===== src/nfc_defs.svh =====
/*
  nfc_defs.svh: offsets, field positions, reset values, command codes
  and timing counts for the flash command-port controller.
  Assumes a 200 MHz core clock and a 32-bit classic Wishbone bus.
*/
`ifndef NFC_DEFS_SVH
`define NFC_DEFS_SVH

// word index of each register, byte address is four times the index
`define NFC_ADR_W         3
`define NFC_IDX_DATA      3'h0
`define NFC_IDX_CMD       3'h1
`define NFC_IDX_CTRL      3'h2
`define NFC_IDX_STAT      3'h3

// control register fields
`define NFC_CTRL_ALE      0
`define NFC_CTRL_SPARE    1
`define NFC_CTRL_WP       2
`define NFC_CTRL_CE       3
`define NFC_CTRL_RST      4'h4

// status register fields
`define NFC_STAT_READY    0
`define NFC_STAT_ACTIVE   1
`define NFC_STAT_ERUN     2
`define NFC_STAT_ESUSP    3
`define NFC_STAT_LCMD_LO  8

// command codes
`define NFC_CMD_READ_A    8'h00
`define NFC_CMD_READ_B    8'h01
`define NFC_CMD_GAPLESS   8'h02
`define NFC_CMD_SPARE     8'h50
`define NFC_CMD_READ_ID   8'h90
`define NFC_CMD_STATUS    8'h70
`define NFC_CMD_INPUT     8'h80
`define NFC_CMD_PROGRAM   8'h10
`define NFC_CMD_ERASE     8'h60
`define NFC_CMD_CONFIRM   8'hD0
`define NFC_CMD_SUSPEND   8'hB0
`define NFC_CMD_RESET     8'hFF

// array organisation of the attached memory
`define NFC_BLOCKS        1024
`define NFC_PAGES_PER_BLK 16
`define NFC_MAIN_BYTES    512
`define NFC_SPARE_BYTES   16
`define NFC_SPARE_FIRST   512
`define NFC_SPARE_LAST    527

// timing: each pin phase (setup, strobe, hold) lasts at least this long
`define NFC_CLK_NS        5
`define NFC_T_STEP_NS     25
`define NFC_STEP_CYC      ((`NFC_T_STEP_NS + `NFC_CLK_NS - 1) / `NFC_CLK_NS)
`define NFC_DIV_W         3
`define NFC_SYNC_W        9

`endif


===== src/nfc_pkg.sv =====
/*
  nfc_pkg: types shared by the controller and its synchroniser.
  Assumes nfc_defs.svh is on the include path.
*/
`include "nfc_defs.svh"

package nfc_pkg;

   typedef enum logic [1:0] {ST_IDLE, ST_SETUP, ST_STROBE, ST_HOLD} nfc_state_e;

   typedef struct packed {
      logic [`NFC_SYNC_W-1:0] s1;
      logic [`NFC_SYNC_W-1:0] s2;
   } nfc_sync_s;

   typedef struct packed {
      nfc_state_e             state;
      logic [`NFC_DIV_W-1:0]  div;
      logic [7:0]             io_out;
      logic [31:0]            rd_data;
      logic                   ack;
      logic                   is_rd;
      logic                   is_cmd;
      logic                   ale;
      logic                   spare;
      logic                   wp;
      logic                   ce;
      logic                   erase_setup;
      logic                   erase_run;
      logic                   erase_susp;
      logic                   seen_busy;
      logic [7:0]             last_cmd;
      logic                   we_n;
      logic                   re_n;
      logic                   cle;
      logic                   ce_n;
      logic                   oe;
   } nfc_state_s;

endpackage : nfc_pkg


===== src/nfc_sync2.sv =====
/*
  nfc_sync2: two-flop synchroniser for the flash data bus and ready pin.
  Assumes the inputs are asynchronous to i_core_clk.
*/
`timescale 1ns/10ps

module nfc_sync2
   import nfc_pkg::*;
(
   input  wire logic                   i_core_clk, // core clock
   input  wire logic                   i_reset,    // async reset, high
   input  wire logic [`NFC_SYNC_W-1:0] i_async,    // raw pin levels
   output logic      [`NFC_SYNC_W-1:0] o_sync      // synchronised levels
);

   nfc_sync_s q;
   nfc_sync_s d;

   // first stage feeds only the second stage
   always_comb
   begin
      d.s1 = i_async;
      d.s2 = q.s1;
   end

   always_ff @(posedge i_core_clk or posedge i_reset)
   begin
      if (i_reset)
         q <= '0;
      else
         q <= d;
   end

   assign o_sync = q.s2;

endmodule : nfc_sync2


===== src/nfc_ctrl.sv =====
/*
  nfc_ctrl: Wishbone-driven controller for a NAND flash command port.
  Assumes a classic Wishbone master, one 200 MHz clock, and an external
  pad that resolves the flash bus from o_io_out and o_io_oe.
*/
// The register addresses and register access over Wishbone were chosen for this implementation.
// What this block does
// - one shared 8-bit bus carries commands, addresses and data both ways
// - host keeps address latch high through a whole address sequence
// - host pulls chip select low before the write strobe falls
// - program is 80h plus data, then 10h; memory then busy
// - erase is 60h, two block address bytes, then D0h
`timescale 1ns/10ps

module nfc_ctrl
   import nfc_pkg::*;
(
   input  wire logic        i_core_clk,             // core clock, 200 MHz
   input  wire logic        i_reset,                // async reset, high
   input  wire logic        i_wb_cyc,               // wishbone cycle
   input  wire logic        i_wb_stb,               // wishbone strobe
   input  wire logic        i_wb_we,                // wishbone write
   input  wire logic [4:0]  i_wb_adr,               // byte address
   input  wire logic [3:0]  i_wb_sel,               // byte selects
   input  wire logic [31:0] i_wb_dat,               // write data
   output logic      [31:0] o_wb_dat,               // read data
   output logic             o_wb_ack,               // acknowledge
   input  wire logic [7:0]  i_io_in,                // flash bus level
   output logic      [7:0]  o_io_out,               // flash bus drive
   output logic             o_io_oe,                // flash bus enable
   output logic             o_cle,                  // command latch
   output logic             o_ale,                  // address latch
   output logic             o_ce_n,                 // chip select
   output logic             o_we_n,                 // write strobe
   output logic             o_read_strobe_n,        // read strobe
   output logic             o_wp_n,                 // write protect
   output logic             o_spare_area_select_n,  // spare area select
   input  wire logic        i_ready_busy_n          // flash ready pin
);

   localparam logic [`NFC_DIV_W-1:0] STEP_LAST = `NFC_DIV_W'(`NFC_STEP_CYC - 1);
   localparam logic [3:0]            CTRL_RST  = `NFC_CTRL_RST;

   nfc_state_s             q;
   nfc_state_s             d;
   logic [`NFC_SYNC_W-1:0] pin_sync;
   logic                   ready;
   logic [7:0]             io_sync;
   logic                   req;
   logic                   tick;
   logic                   start;

   // word decode, used by every register branch
   function automatic logic nfc_hit(input logic [4:0] adr, input logic [`NFC_ADR_W-1:0] idx);
      nfc_hit = (adr[4:2] == idx);
   endfunction : nfc_hit

   // pins from the far side are asynchronous
   nfc_sync2 u_sync (
      .i_core_clk (i_core_clk),
      .i_reset    (i_reset),
      .i_async    ({i_ready_busy_n, i_io_in}),
      .o_sync     (pin_sync)
   );

   assign ready   = pin_sync[`NFC_SYNC_W-1];
   assign io_sync = pin_sync[7:0];
   assign req     = i_wb_cyc & i_wb_stb & ~q.ack;
   assign tick    = (q.div == STEP_LAST);
   assign start   = req & i_wb_sel[0] & (nfc_hit(i_wb_adr, `NFC_IDX_DATA) |
                    (nfc_hit(i_wb_adr, `NFC_IDX_CMD) & i_wb_we));

   // next state: bus decode, pin phase sequencer, erase tracking
   always_comb
   begin
      d     = q;
      d.ack = 1'b0;
      d.div = tick ? '0 : q.div + `NFC_DIV_W'(1);
      // erase ends once busy then ready; decoded first so a new code wins
      if (q.erase_run & ~ready)
         d.seen_busy = 1'b1;
      if (q.erase_run & q.seen_busy & ready)
      begin
         d.erase_run = 1'b0;
         d.seen_busy = 1'b0;
      end
      unique case (q.state)
         ST_IDLE:
         begin
            if (start)
            begin
               // data port moves a byte, command port moves a command
               d.state   = ST_SETUP;
               d.div     = '0;
               d.is_rd   = ~i_wb_we;
               d.is_cmd  = nfc_hit(i_wb_adr, `NFC_IDX_CMD);
               d.io_out  = i_wb_dat[7:0];
               d.rd_data = '0;
               if (d.is_cmd)
               begin
                  d.last_cmd = i_wb_dat[7:0];
                  // erase bookkeeping so software can see suspend state
                  unique case (i_wb_dat[7:0])
                     `NFC_CMD_ERASE:   d.erase_setup = 1'b1;
                     `NFC_CMD_CONFIRM:
                     begin
                        if (q.erase_setup | q.erase_susp)
                        begin
                           d.erase_run  = 1'b1;
                           d.erase_susp = 1'b0;
                           d.seen_busy  = 1'b0;
                        end
                        d.erase_setup = 1'b0;
                     end
                     `NFC_CMD_SUSPEND:
                     begin
                        if (q.erase_run)  // only meaningful mid-erase
                        begin
                           d.erase_run  = 1'b0;
                           d.erase_susp = 1'b1;
                        end
                     end
                     `NFC_CMD_RESET:
                     begin
                        d.erase_setup = 1'b0;
                        d.erase_run   = 1'b0;
                        d.erase_susp  = 1'b0;
                     end
                     default: ;
                  endcase
               end
            end
            else if (req)
            begin
               // register access answers at once, unmapped reads zero
               d.ack     = 1'b1;
               d.rd_data = '0;
               if (nfc_hit(i_wb_adr, `NFC_IDX_CTRL))
               begin
                  d.rd_data[3:0] = {q.ce, q.wp, q.spare, q.ale};
                  if (i_wb_we & i_wb_sel[0])
                  begin
                     d.ale   = i_wb_dat[`NFC_CTRL_ALE];  // held until cleared
                     d.spare = i_wb_dat[`NFC_CTRL_SPARE];
                     d.wp    = i_wb_dat[`NFC_CTRL_WP];
                     d.ce    = i_wb_dat[`NFC_CTRL_CE];
                  end
               end
               else if (nfc_hit(i_wb_adr, `NFC_IDX_STAT))
               begin
                  d.rd_data[`NFC_STAT_READY]                 = ready;
                  d.rd_data[`NFC_STAT_ACTIVE]                = 1'b0;
                  d.rd_data[`NFC_STAT_ERUN]                  = q.erase_run;
                  d.rd_data[`NFC_STAT_ESUSP]                 = q.erase_susp;
                  d.rd_data[`NFC_STAT_LCMD_LO+7:`NFC_STAT_LCMD_LO] = q.last_cmd;
               end
            end
         end
         ST_SETUP:
         begin
            if (tick)
               d.state = ST_STROBE;
         end
         ST_STROBE:
         begin
            if (tick)
            begin
               d.state = ST_HOLD;
               // byte sampled late in the read strobe, after two sync flops
               if (q.is_rd)
                  d.rd_data = {24'h0, io_sync};
            end
         end
         ST_HOLD:
         begin
            if (tick)
            begin
               d.state = ST_IDLE;
               d.ack   = 1'b1;
            end
         end
      endcase
      // pins registered from the next state so they never glitch
      d.we_n = ~((d.state == ST_STROBE) & ~d.is_rd);
      d.re_n = ~((d.state == ST_STROBE) & d.is_rd);
      d.cle  = (d.state != ST_IDLE) & d.is_cmd;
      d.ce_n = ~(d.ce | (d.state != ST_IDLE));
      d.oe   = (d.state != ST_IDLE) & ~d.is_rd;
   end

   // single state register; write protect asserted out of reset for safety
   always_ff @(posedge i_core_clk or posedge i_reset)
   begin
      if (i_reset)
      begin
         q          <= '0;
         q.state    <= ST_IDLE;
         q.wp       <= CTRL_RST[`NFC_CTRL_WP];
         q.we_n     <= 1'b1;
         q.re_n     <= 1'b1;
         q.ce_n     <= 1'b1;
      end
      else
         q <= d;
   end

   assign o_wb_dat              = q.rd_data;
   assign o_wb_ack              = q.ack;
   assign o_io_out              = q.io_out;
   assign o_io_oe               = q.oe;
   assign o_cle                 = q.cle;
   assign o_ale                 = q.ale & ~q.cle;   // never both latches
   assign o_ce_n                = q.ce_n;
   assign o_we_n                = q.we_n;
   assign o_read_strobe_n       = q.re_n;
   assign o_wp_n                = ~q.wp;
   assign o_spare_area_select_n = ~q.spare;
endmodule : nfc_ctrl


===== config.mk =====
export PLATFORM = sky130hd
export DESIGN_NAME = nfc_ctrl
export DESIGN_NICKNAME = d
export VERILOG_FILES = /design/src/nfc_pkg.sv /design/src/nfc_sync2.sv /design/src/nfc_ctrl.sv
export VERILOG_INCLUDE_DIRS = /design/src
export SDC_FILE = /design/constraint.sdc
export NUM_CORES = 1
export LEC_CHECK = 0
export ABC_CLOCK_PERIOD_IN_PS = 2100
export BUFFER_PORTS_ARGS = -buffer_cell sky130_fd_sc_hd__buf_2
export CAP_MARGIN = 10
export CORE_ASPECT_RATIO = 0.6
export CORE_MARGIN = 2
export CORE_UTILIZATION = 51
export DETAILED_ROUTE_END_ITERATION = 16
export PLACE_DENSITY = 0.8
export REMOVE_ABC_BUFFERS = 1
export SYNTH_ARGS = -nofsm -noshare
export SYNTH_HDL_FRONTEND = slang
export SYNTH_SLANG_ARGS = --single-unit

===== constraint.sdc =====
create_clock -name i_core_clk -period 2.1 [get_ports i_core_clk]
set_input_delay 0.105 -clock i_core_clk [delete_from_list [all_inputs] [get_ports i_core_clk]]
set_output_delay 0.105 -clock i_core_clk [all_outputs]
set_load 0.02 [all_outputs]

==> results of run 1 <==
## worst max path at each step
stage                from           to  slack, ns  cells past startpoint
floorplan           q[67]  o_wb_dat[0]       0.11                      4
global route        q[68]       o_ce_n       0.02                      7
detailed placement  q[67]        q[14]       0.10                      6
finish              q[68]       o_ce_n       0.19                      7
CTS                 q[67]        q[14]       0.09                      6
global placement    q[67]        q[14]       0.18                      6
## routing by layer
layer / vias up / wire [µm]
li1: 986 / -
met1: 1025 / 3062
met2: 60 / 2821
met3: 8 / 383
met4: 0 / 72
met5: - / 0
## cell usage in the layout, fill, tap and decap left out, drive strengths merged, types with 4 or more instances in the layout
cell	count
ha	7
dfstp	4
a21oi	5
mux2	24
o21ai	4
nand4	4
nand2	23
buf	69
mux2i	17
dfrtp	67
clkbuf	9
nor2	5
conb	16
inv	29
dlygate4sd3	10
## stage by stage
stage | power, mW | instances | util, % | hold slack (ns)
global placement | 2.882 | 392 | 56.82 | 0.2113
detailed placement | 2.933 | 392 | 56.82 | 0.2116
floorplan | 2.534 | 242 | - | 0.1364
global route | 4.176 | 421 | 62.07 | 0.04925
finish | 3.948 | 421 | 62.07 | 0.05720
CTS | 3.989 | 418 | 61.40 | 0.03428
## critical path, cell delays in order, from the launching register on
cell      delay (ns)
dfrtp_1         0.45
inv_1           0.10
ha_1            0.20
buf_4           0.16
o32a_2          0.36
o221ai_1        0.21
inv_1           0.14
nor3b_2         0.22
## power groups by stage
stage	Clock (mW)	Combinational [mW]	Sequential, mW
3_3_place_gp	0	1.16	1.73
5_1_grt	1.11	1.32	1.74
3_5_place_dp	0	1.19	1.74
2_1_floorplan	0	0.684	1.85
4_1_cts	1.06	1.22	1.72
6_report	1.02	1.21	1.71
## logic make-up (layout without fill, tap and decap cells)
kind of cell / Yosys count / after routing / share of synthesized area [%]
flip-flops: 71 / 71 / 53.23
buffers and inverters: 70 / 120 / 12.86
XOR/XNOR: 1 / 1 / 0.2617
adder cells (fa/ha/maj): 7 / 7 / 2.617
multiplexers: 41 / 41 / 13.83
AND/OR/NAND/NOR: 57 / 57 / 11.81
AO/OA/AOI/OAI: 24 / 24 / 5.271
other: 1 / 16 / 0.1120
## sequential cells by signal, indices dropped and copies added (netlist names)
name	flops
q	23
o_wb_dat	16
u_sync.d	9
u_sync.o_sync	9
o_io_out	8
o_ce_n	1
o_cle	1
o_io_oe	1
o_read_strobe_n	1
o_wb_ack	1
o_we_n	1
## layout make-up
| type | instances | area (µm²) | share of cell area (%) |
|---|---|---|---|
| timing repair buffer | 79 | 498.0 | 12.90 |
| inverter | 25 | 93.84 | 2.430 |
| tap | 84 | 105.1 | 2.722 |
| sequential | 71 | 1782 | 46.14 |
| clock buffer | 9 | 123.9 | 3.208 |
| multi-input combinational | 146 | 1197 | 31.01 |
| clock inverter | 7 | 61.31 | 1.588 |
## repair_timing
item,4_1_cts,5_1_grt
endpoints found under the setup margin,0,1
hold buffers,10,0
hold endpoints to repair,76,0
gates resized for setup,0,1
buffers inserted,0,3
==> results_dict.tcl, run 1 <==
set metrics [dict create \
    outcome "complete, no violations" \
    synth_top_cell_by_area "dfrtp_1" \
    layout.nets 394 \
    grt_util_met3_pct 5.773 \
    die_area_mm2 0.007248 \
    core-area_mm2 0.006221 \
    finalSetupViolCount 0 \
    crit_fanout 6 \
    grt_usage_pct 19.25 \
    numCtsBuffers 9 \
    hold_depth 2 \
    yosysSeqAreaShare_pct 53.23 \
    drt-wirelength-per-cell_um 15.06 \
    top_usage_layer "met2" \
    port_buffers 58 \
    p_leak_nw 1.970 \
    overflow 0 \
    drv_cap 0 \
    netlist.area_leader.share_pct 50.09 \
    initial_utilization_pct 53.80 \
    synth_edf_count 0 \
    ant_nets 0 \
    cts_buffer_depth 2 \
    fin_setup_tns_ns 0 \
    ys_ff_latch 71 \
    min_period_over_period_pct 90.74 \
    numClockSinks 71 \
    synthArstFlopShare_pct 100.0 \
    die_w_um 108.6 \
    r2r_setup_slack_ns 0.19 \
    diodes 0 \
    critPathRequiredTime_ns 2.37 \
    antenna_found_initial 0 \
    worst_slack_ns 0.1944 \
    cts_tree "built" \
    crit_type "flip-flop to flip-flop" \
    drive_gt1_share_pct 37.69 \
    power_frac_comb_pct 30.6 \
    hold_path_class "input pin to flip-flop" \
    grt_pass1_vias 2112 \
    fmax_mhz 524.8 \
    routabilityCongestion 0.7268 \
    rsz0062_at_grt "no" \
    postPlaceCellArea_mm2 0.003535 \
    p_sw_share_pct 35.15 \
    drc_errors 0 \
    fp.dieH_um 66.75 \
    pre_cts_slack_ns 0.1042 \
    finalInstanceArea_mm2 0.003861 \
    synth_area_per_cell_um2 12.31 \
    grt.met1_usage_pct 26.80 \
    drtIter0Drc 67 \
    grt.met2_usage_pct 28.67 \
    clockRootBuffer "clkbuf_8" \
    cp.arrival_ns 2.18 \
    intPower_mw 2.560 \
    timing.rr.end "o_ce_n" \
    rows 22 \
    pin_count 104 \
    clk_latency_ns 0.35 \
    ys_top_cells_by_count "dfrtp_1 (67), buf_4 (40), inv_1 (25)" \
    grt_pass1_wl_mm 10.31 \
    switchingPower_mw 1.388 \
    synthDistinctLibCells 49 \
    vias 2079 \
    fin_skew_ns 0.01079 \
    dp_hpwl_mm 4.537 \
    p_per_area_mw_per_mm2 1022 \
    drtPass1Iterations 4 \
    seqPwrFrac_pct 43.4 \
    routed_wl_mm 6.339 \
    hold_start "i_wb_dat[7]" \
    end_kind "flip-flop" \
    h-tree-depth 3 \
    synthCells 272 \
    timing.final.hold_violations 0 \
    whs_endpoint "o_io_out[7]" \
    drv_slew 0 \
    clkPwrFrac_pct 25.9 \
    yosysMostFrequentCell "dfrtp_1" \
    viasPerCell 4.938 \
    yosysWarnings 0 \
    nFillCells 524 \
    crit_path_start_kind "flip-flop" \
    layout_min_cycle_time_ns 1.906 \
    area_growth_pct 15.36 \
    clk_pin_slew_ns 0.08 \
    synthTopCellsByArea "dfrtp_1 (50%), buf_4 (9.0%), mux2_2 (6.1%), mux2i_1 (5.1%), dfstp_2 (3.1%)" \
    ir_worst_vdd_uv 499.0 \
    grt_max_degree 72 \
    crit-reg2reg-launch "q[68]" \
    synth_area_mm2 0.003347 \
    synthFlopType "dfrtp_1" \
    reg2reg_depth 7 \
]
Note: power is estimated with default switching activity, not from simulation.
==> run 2, diff against run 1 <==
==> constraint.sdc (replaced) <==
create_clock -name i_core_clk -period 2.1 [get_ports i_core_clk]
set_input_delay 0.315 -clock i_core_clk [delete_from_list [all_inputs] [get_ports i_core_clk]]
set_output_delay 0.315 -clock i_core_clk [all_outputs]
set_load 0.02 [all_outputs]
==> run 2 against run 1 <==
  * Non-clock buffer count down 6
  * Utilization shrank 0.74 points
  * Clock-buffer cell count is the same
  * Sequential power about the same
  * Final cell count shrank 1.4%
  * Worst setup slack better by 0.011 ns
  * Sequential share of layout area up 0.56 points
  * Final area decreased by 1.2%
  * Via count decreased by 1.9%
  * Global-route usage barely moved
  * Total power increased by 3.9%
  * Highest routed layer unchanged
==> results_dict.tcl, run 2 (same netlist as run 1, synthesis figures left out) <==
set metrics [dict create \
    largest_register_ffs 23 \
    grt_usage_pct 19.29 \
    numCtsBuffers 9 \
    area_growth_pct 13.98 \
    drive_gt1_share_pct 39.27 \
    path_cells "inv_1 -> ha_1 -> and4b_4 -> nand4_4 -> buf_4 -> mux2_4" \
    antenna_found_initial 0 \
    slowest_delay_ns 0.42 \
    top_usage_layer "met2" \
    clockRootBuffer "clkbuf_8" \
    h-tree-depth 3 \
    overflow 0 \
    p_leak_nw 1.960 \
    ir_worst_vdd_uv 583.7 \
    clk_latency_ns 0.35 \
    port_buffers 58 \
    timing.rr.end "q[7]" \
    final_cell_mix "dfrtp_1 (67), buf_2 (58), inv_1 (24)" \
    multiInputGateArea_mm2 0.001197 \
    drv_cap 0 \
    clk_pin_slew_ns 0.08 \
    postLayoutCoreUtil_pct 61.32 \
    cp_slowest_cell "dfrtp_1" \
    diodes 0 \
    pin_count 104 \
    drt-wirelength-per-cell_um 14.89 \
    grt_max_degree 35 \
    vias 2039 \
    die_area_mm2 0.007248 \
    crit-reg2reg-launch "q[67]" \
    rows 22 \
    drv_slew 0 \
    reg2reg_depth 6 \
    drc_errors 0 \
    rsz0062_at_grt "no" \
    regMostFlops "q" \
    grt_util_met3_pct 7.828 \
    dp_hpwl_mm 4.540 \
    fmax_mhz 527.9 \
    numClockSinks 71 \
    nFillCells 524 \
    core-area_mm2 0.006221 \
    initial_utilization_pct 53.80 \
    grt_pass1_wl_mm 10.24 \
    critPathRequiredTime_ns 2.34 \
    routabilityCongestion 0.7462 \
    crit_buf_inv 2 \
    mostFrequentLayoutCell "dfrtp_1" \
    p_per_area_mw_per_mm2 1075 \
    crit_type "flip-flop to flip-flop" \
    fin_setup_tns_ns 0 \
    cts_tree "built" \
    grt_pass1_vias 2056 \
    drtIter0Drc 94 \
    worstSetupPathDepth 6 \
    critPathTopFamily "simple AND/OR/NAND/NOR gates" \
    fp.dieH_um 66.75 \
    end_kind "flip-flop" \
    outcome "complete, no violations" \
    finalSetupViolCount 0 \
    die_w_um 108.6 \
    drtPass1Iterations 4 \
    crit_fanout 9 \
    timing.final.hold_violations 0 \
    cp-startpoint "q[67]" \
    r2r_setup_slack_ns 0.21 \
    viasPerCell 4.913 \
    fin_total_pwr_mw 4.100 \
    ant_nets 0 \
    hold_path_class "input pin to flip-flop" \
    regArea_mm2 0.001782 \
    grt.met2_usage_pct 27.89 \
    fin_skew_ns 0.007170 \
    postPlaceCellArea_mm2 0.003542 \
    crit_path_start_kind "flip-flop" \
    layout_min_cycle_time_ns 1.894 \
    grt.met1_usage_pct 26.81 \
    cts_buffer_depth 2 \
    routed_wl_mm 6.179 \
    finalInstanceArea_mm2 0.003815 \
    cp.arrival_ns 2.13 \
    layout.nets 388 \
    crit_path_end "q[7]" \
    min_period_over_period_pct 90.21 \
    whs_ns 0.06444 \
]
==> run 2: cell types whose count changed in the layout (fill, tap and decap cells not counted), moves of 2 or more <==
cell           before  now
buf_4               9   13
bufinv_16           0    2
clkinv_2            0    2
dlygate4sd3_1      10    1
inv_6               3    1
==> run 2: layer usage <==
layer,vias up,wire [µm]
met3,7,483
met5,-,0
met4,0,54
met2,66,2673
li1,984,-
met1,982,2967
==> run 2: final cells by class <==
type / instances / share of cell area, %
sequential: 71 / 46.70
multi-input combinational: 146 / 31.39
timing repair buffer: 73 / 10.95
clock buffer: 9 / 3.247
tap: 84 / 2.755
clock inverter: 7 / 2.493
inverter: 25 / 2.460
==> run 2: worst min path at each step <==
stage / startpoint / to / slack [ns] / depth (start not counted)
2_1_floorplan: u_sync.d[0] / u_sync.o_sync[0] / 0.33 / 0
3_3_place_gp: u_sync.d[7] / u_sync.o_sync[7] / 0.33 / 0
3_5_place_dp: u_sync.d[2] / u_sync.o_sync[2] / 0.34 / 0
4_1_cts: i_io_in[4] / u_sync.d[4] / 0.05 / 1
5_1_grt: i_io_in[4] / u_sync.d[4] / 0.04 / 1
6_report: i_io_in[4] / u_sync.d[4] / 0.06 / 1
==> run 2: metrics by stage <==
step,instances,setup slack (ns)
floorplan,242,-0.004947
global route,415,0.02349
detailed placement,393,0.08128
CTS,410,0.06848
global placement,393,0.1719
finish,415,0.2056
==> run 2: where the power goes <==
group          total [mW]  internal, mW  switching (mW)
registers            1.71          1.59           0.124
clock network        1.20         0.670           0.528
logic                1.19         0.511           0.677
total                4.10          2.77            1.33
==> run 2: repair_timing <==
action | CTS | global route
hold buffers | 1 | 0
endpoints found under the setup margin | 0 | 1
gates resized for setup | 0 | 1
hold endpoints to repair | 18 | 0
setup buffers | 0 | 5
==> run 2: worst reg2reg max path: stages, from the launching register on <==
cell and delay (ns):
dfrtp_1 0.42, inv_1 0.14, ha_1 0.19, and4b_4 0.33, nand4_4 0.19, buf_4 0.23, mux2_4 0.29
==> run 3, diff against run 2 <==
--- a/config.mk
+++ b/config.mk
@@ -6,7 +6,7 @@
 export SDC_FILE = /design/constraint.sdc
 export NUM_CORES = 1
 export LEC_CHECK = 0
-export ABC_CLOCK_PERIOD_IN_PS = 2100
+export ABC_CLOCK_PERIOD_IN_PS = 1810
 export BUFFER_PORTS_ARGS = -buffer_cell sky130_fd_sc_hd__buf_2
 export CAP_MARGIN = 10
 export CORE_ASPECT_RATIO = 0.6
==> constraint.sdc (replaced) <==
create_clock -name i_core_clk -period 1.81 [get_ports i_core_clk]
set_input_delay 0.2715 -clock i_core_clk [delete_from_list [all_inputs] [get_ports i_core_clk]]
set_output_delay 0.2715 -clock i_core_clk [all_outputs]
set_load 0.02 [all_outputs]
==> run 3 against run 2 <==
  * The flow now finishes with violations (hold timing)
  * Sequential cell count stayed put
  * Clock power is essentially flat
  * Critical endpoint is now q[14]
  * Utilization rose by 2.5 points
  * Clock-buffer cell count stayed put
  * Final area grew 4.1%
  * Register-to-register slack worse by 0.14 ns
  * Combinational power rose by 39%
  * Global-route usage rose by 0.21 points
  * Total power up 17%
  * Sequential power is 16% higher
==> results_dict.tcl, run 3 (same netlist as run 1, synthesis figures left out) <==
set metrics [dict create \
    crit_path_start_kind "flip-flop" \
    fin_total_pwr_mw 4.816 \
    area_growth_pct 18.69 \
    crit_fanout 7 \
    mostFrequentLayoutCell "dfrtp_1" \
    dp_hpwl_mm 4.632 \
    end_kind "flip-flop" \
    routed_wl_mm 6.503 \
    pin_count 104 \
    overflow 0 \
    finalSetupViolCount 0 \
    p_per_area_mw_per_mm2 1212 \
    antenna_found_initial 0 \
    die_area_mm2 0.007248 \
    violations "hold timing" \
    pre_cts_slack_ns -0.09819 \
    rsz0062_at_grt "yes" \
    drtIter0Drc 86 \
    path_cells "inv_2 -> ha_4 -> and4b_4 -> nand4_4 -> buf_12 -> a31oi_1 -> a2bb2oi_2" \
    finalInstanceArea_mm2 0.003973 \
    layout.nets 401 \
    viasPerCell 4.967 \
    outcome "finished with violations" \
    drc_errors 0 \
    rows 22 \
    core-area_mm2 0.006221 \
    drv_cap 0 \
    whs_ns -0.01731 \
    crit_buf_inv 2 \
    initial_utilization_pct 53.80 \
    largest_register_ffs 23 \
    numCtsBuffers 9 \
    timing.final.hold_violations 12 \
    critPathRequiredTime_ns 2.05 \
    numClockSinks 71 \
    crit_type "flip-flop to flip-flop" \
    slowest_delay_ns 0.43 \
    grt_usage_pct 19.49 \
    postLayoutCoreUtil_pct 63.86 \
    layout_min_cycle_time_ns 1.741 \
    cp.arrival_ns 1.98 \
    die_w_um 108.6 \
    regMostFlops "q" \
    final_cell_mix "dfrtp_1 (67), buf_2 (58), nand2_1 (23)" \
    port_buffers 58 \
    dp.cells 404 \
    hold_path_class "input pin to asynchronous set/reset pin" \
    critPathTopFamily "simple AND/OR/NAND/NOR gates" \
    ant_nets 0 \
    grt_pass1_wl_mm 10.34 \
    drtPass1Iterations 4 \
    cts_tree "built" \
    drv_slew 0 \
    cp_slowest_cell "dfrtp_1" \
    drive_gt1_share_pct 43.31 \
    worst_slack_ns 0.06878 \
    routabilityCongestion 0.7548 \
    clk_pin_slew_ns 0.08 \
    diodes 0 \
    vias 2126 \
    h-tree-depth 3 \
    ir_worst_vdd_uv 794.2 \
    fin_skew_ns 0.008736 \
    min_period_over_period_pct 96.20 \
    fp.dieH_um 66.75 \
    postPlaceCellArea_mm2 0.003637 \
    drt-wirelength-per-cell_um 15.19 \
    grt_pass1_vias 2072 \
    clockRootBuffer "clkbuf_8" \
    fmax_mhz 574.3 \
    grt_max_degree 72 \
    clk_latency_ns 0.36 \
    p_leak_nw 2.019 \
    cts_buffer_depth 2 \
    layout.cells.non_filler 428 \
]
==> run 3: cell types whose count changed in the layout (fill, tap and decap cells not counted), sizes merged <==
cell | before | now
dlygate4sd3 | 1 | 4
bufinv | 2 | 0
buf | 72 | 82
clkinv | 3 | 1
clkinvlp | 1 | 2
inv | 26 | 29
==> run 3: worst paths after layout <==
kind	cells past startpoint	from	endpoint	slack, ns
worst max-delay path	7	q[68]	q[14]	0.07
worst min-delay path	3	i_reset	o_wb_dat[8]	-0.02
worst min register to register	0	u_sync.d[8]	u_sync.o_sync[8]	0.35
max in group asynchronous	3	i_reset	o_ce_n	1.47
min in group i_core_clk	1	i_io_in[2]	u_sync.d[2]	0.02
worst max register to register	7	q[68]	q[14]	0.07
==> run 3: what timing repair did <==
item / in CTS / in global routing
hold buffers: 0 / 4
buffers inserted: 2 / 2
resized for setup: 5 / 12
setup endpoints to repair: 20 / 25
endpoints found under the hold margin: 0 / 4
pin swaps: 2 / 1
==> run 3: worst reg2reg max path, stage by stage, from the launching register on <==
cell	delay [ns]
dfrtp_1	0.43
inv_2	0.09
ha_4	0.15
and4b_4	0.30
nand4_4	0.16
buf_12	0.20
a31oi_1	0.19
a2bb2oi_2	0.10
==> run 3: cell type report <==
class                           instances  area (µm²)
Timing Repair Buffer                   86       543.0
Clock inverter                          7       61.31
Fill cell                             484        2248
Tap cell                               84       105.1
Multi-Input combinational cell        146        1264
Inverter                               25       93.84
Sequential cell                        71        1782
Clock buffer                            9       123.9
==> run 3: layer usage <==
metal | track usage (%) | part of all wire, % | vias to the layer above
li1 | - | - | 1009
met1 | 26.77 | 46 | 1030
met2 | 29.53 | 45 | 78
met3 | 6.654 | 7.8 | 9
met4 | 5.449 | 1.1 | 0
met5 | 0 | 0 | -
==> run 3: through the flow <==
step           TNS (ns)  hold slack, ns
2_1_floorplan    -17.62          0.3029
3_3_place_gp    -0.3098          0.3337
3_5_place_dp     -1.141          0.3347
4_1_cts               0        0.001748
5_1_grt        -0.01766       0.0001097
6_report              0        -0.01731
==> run 3: where the power goes <==
part	switching (mW)	total [mW]	internal (mW)	leakage, nW
Sequential	0.141	1.98	1.84	0.902
Clock	0.658	1.18	0.522	0.0888
Combinational	0.883	1.65	0.767	1.03
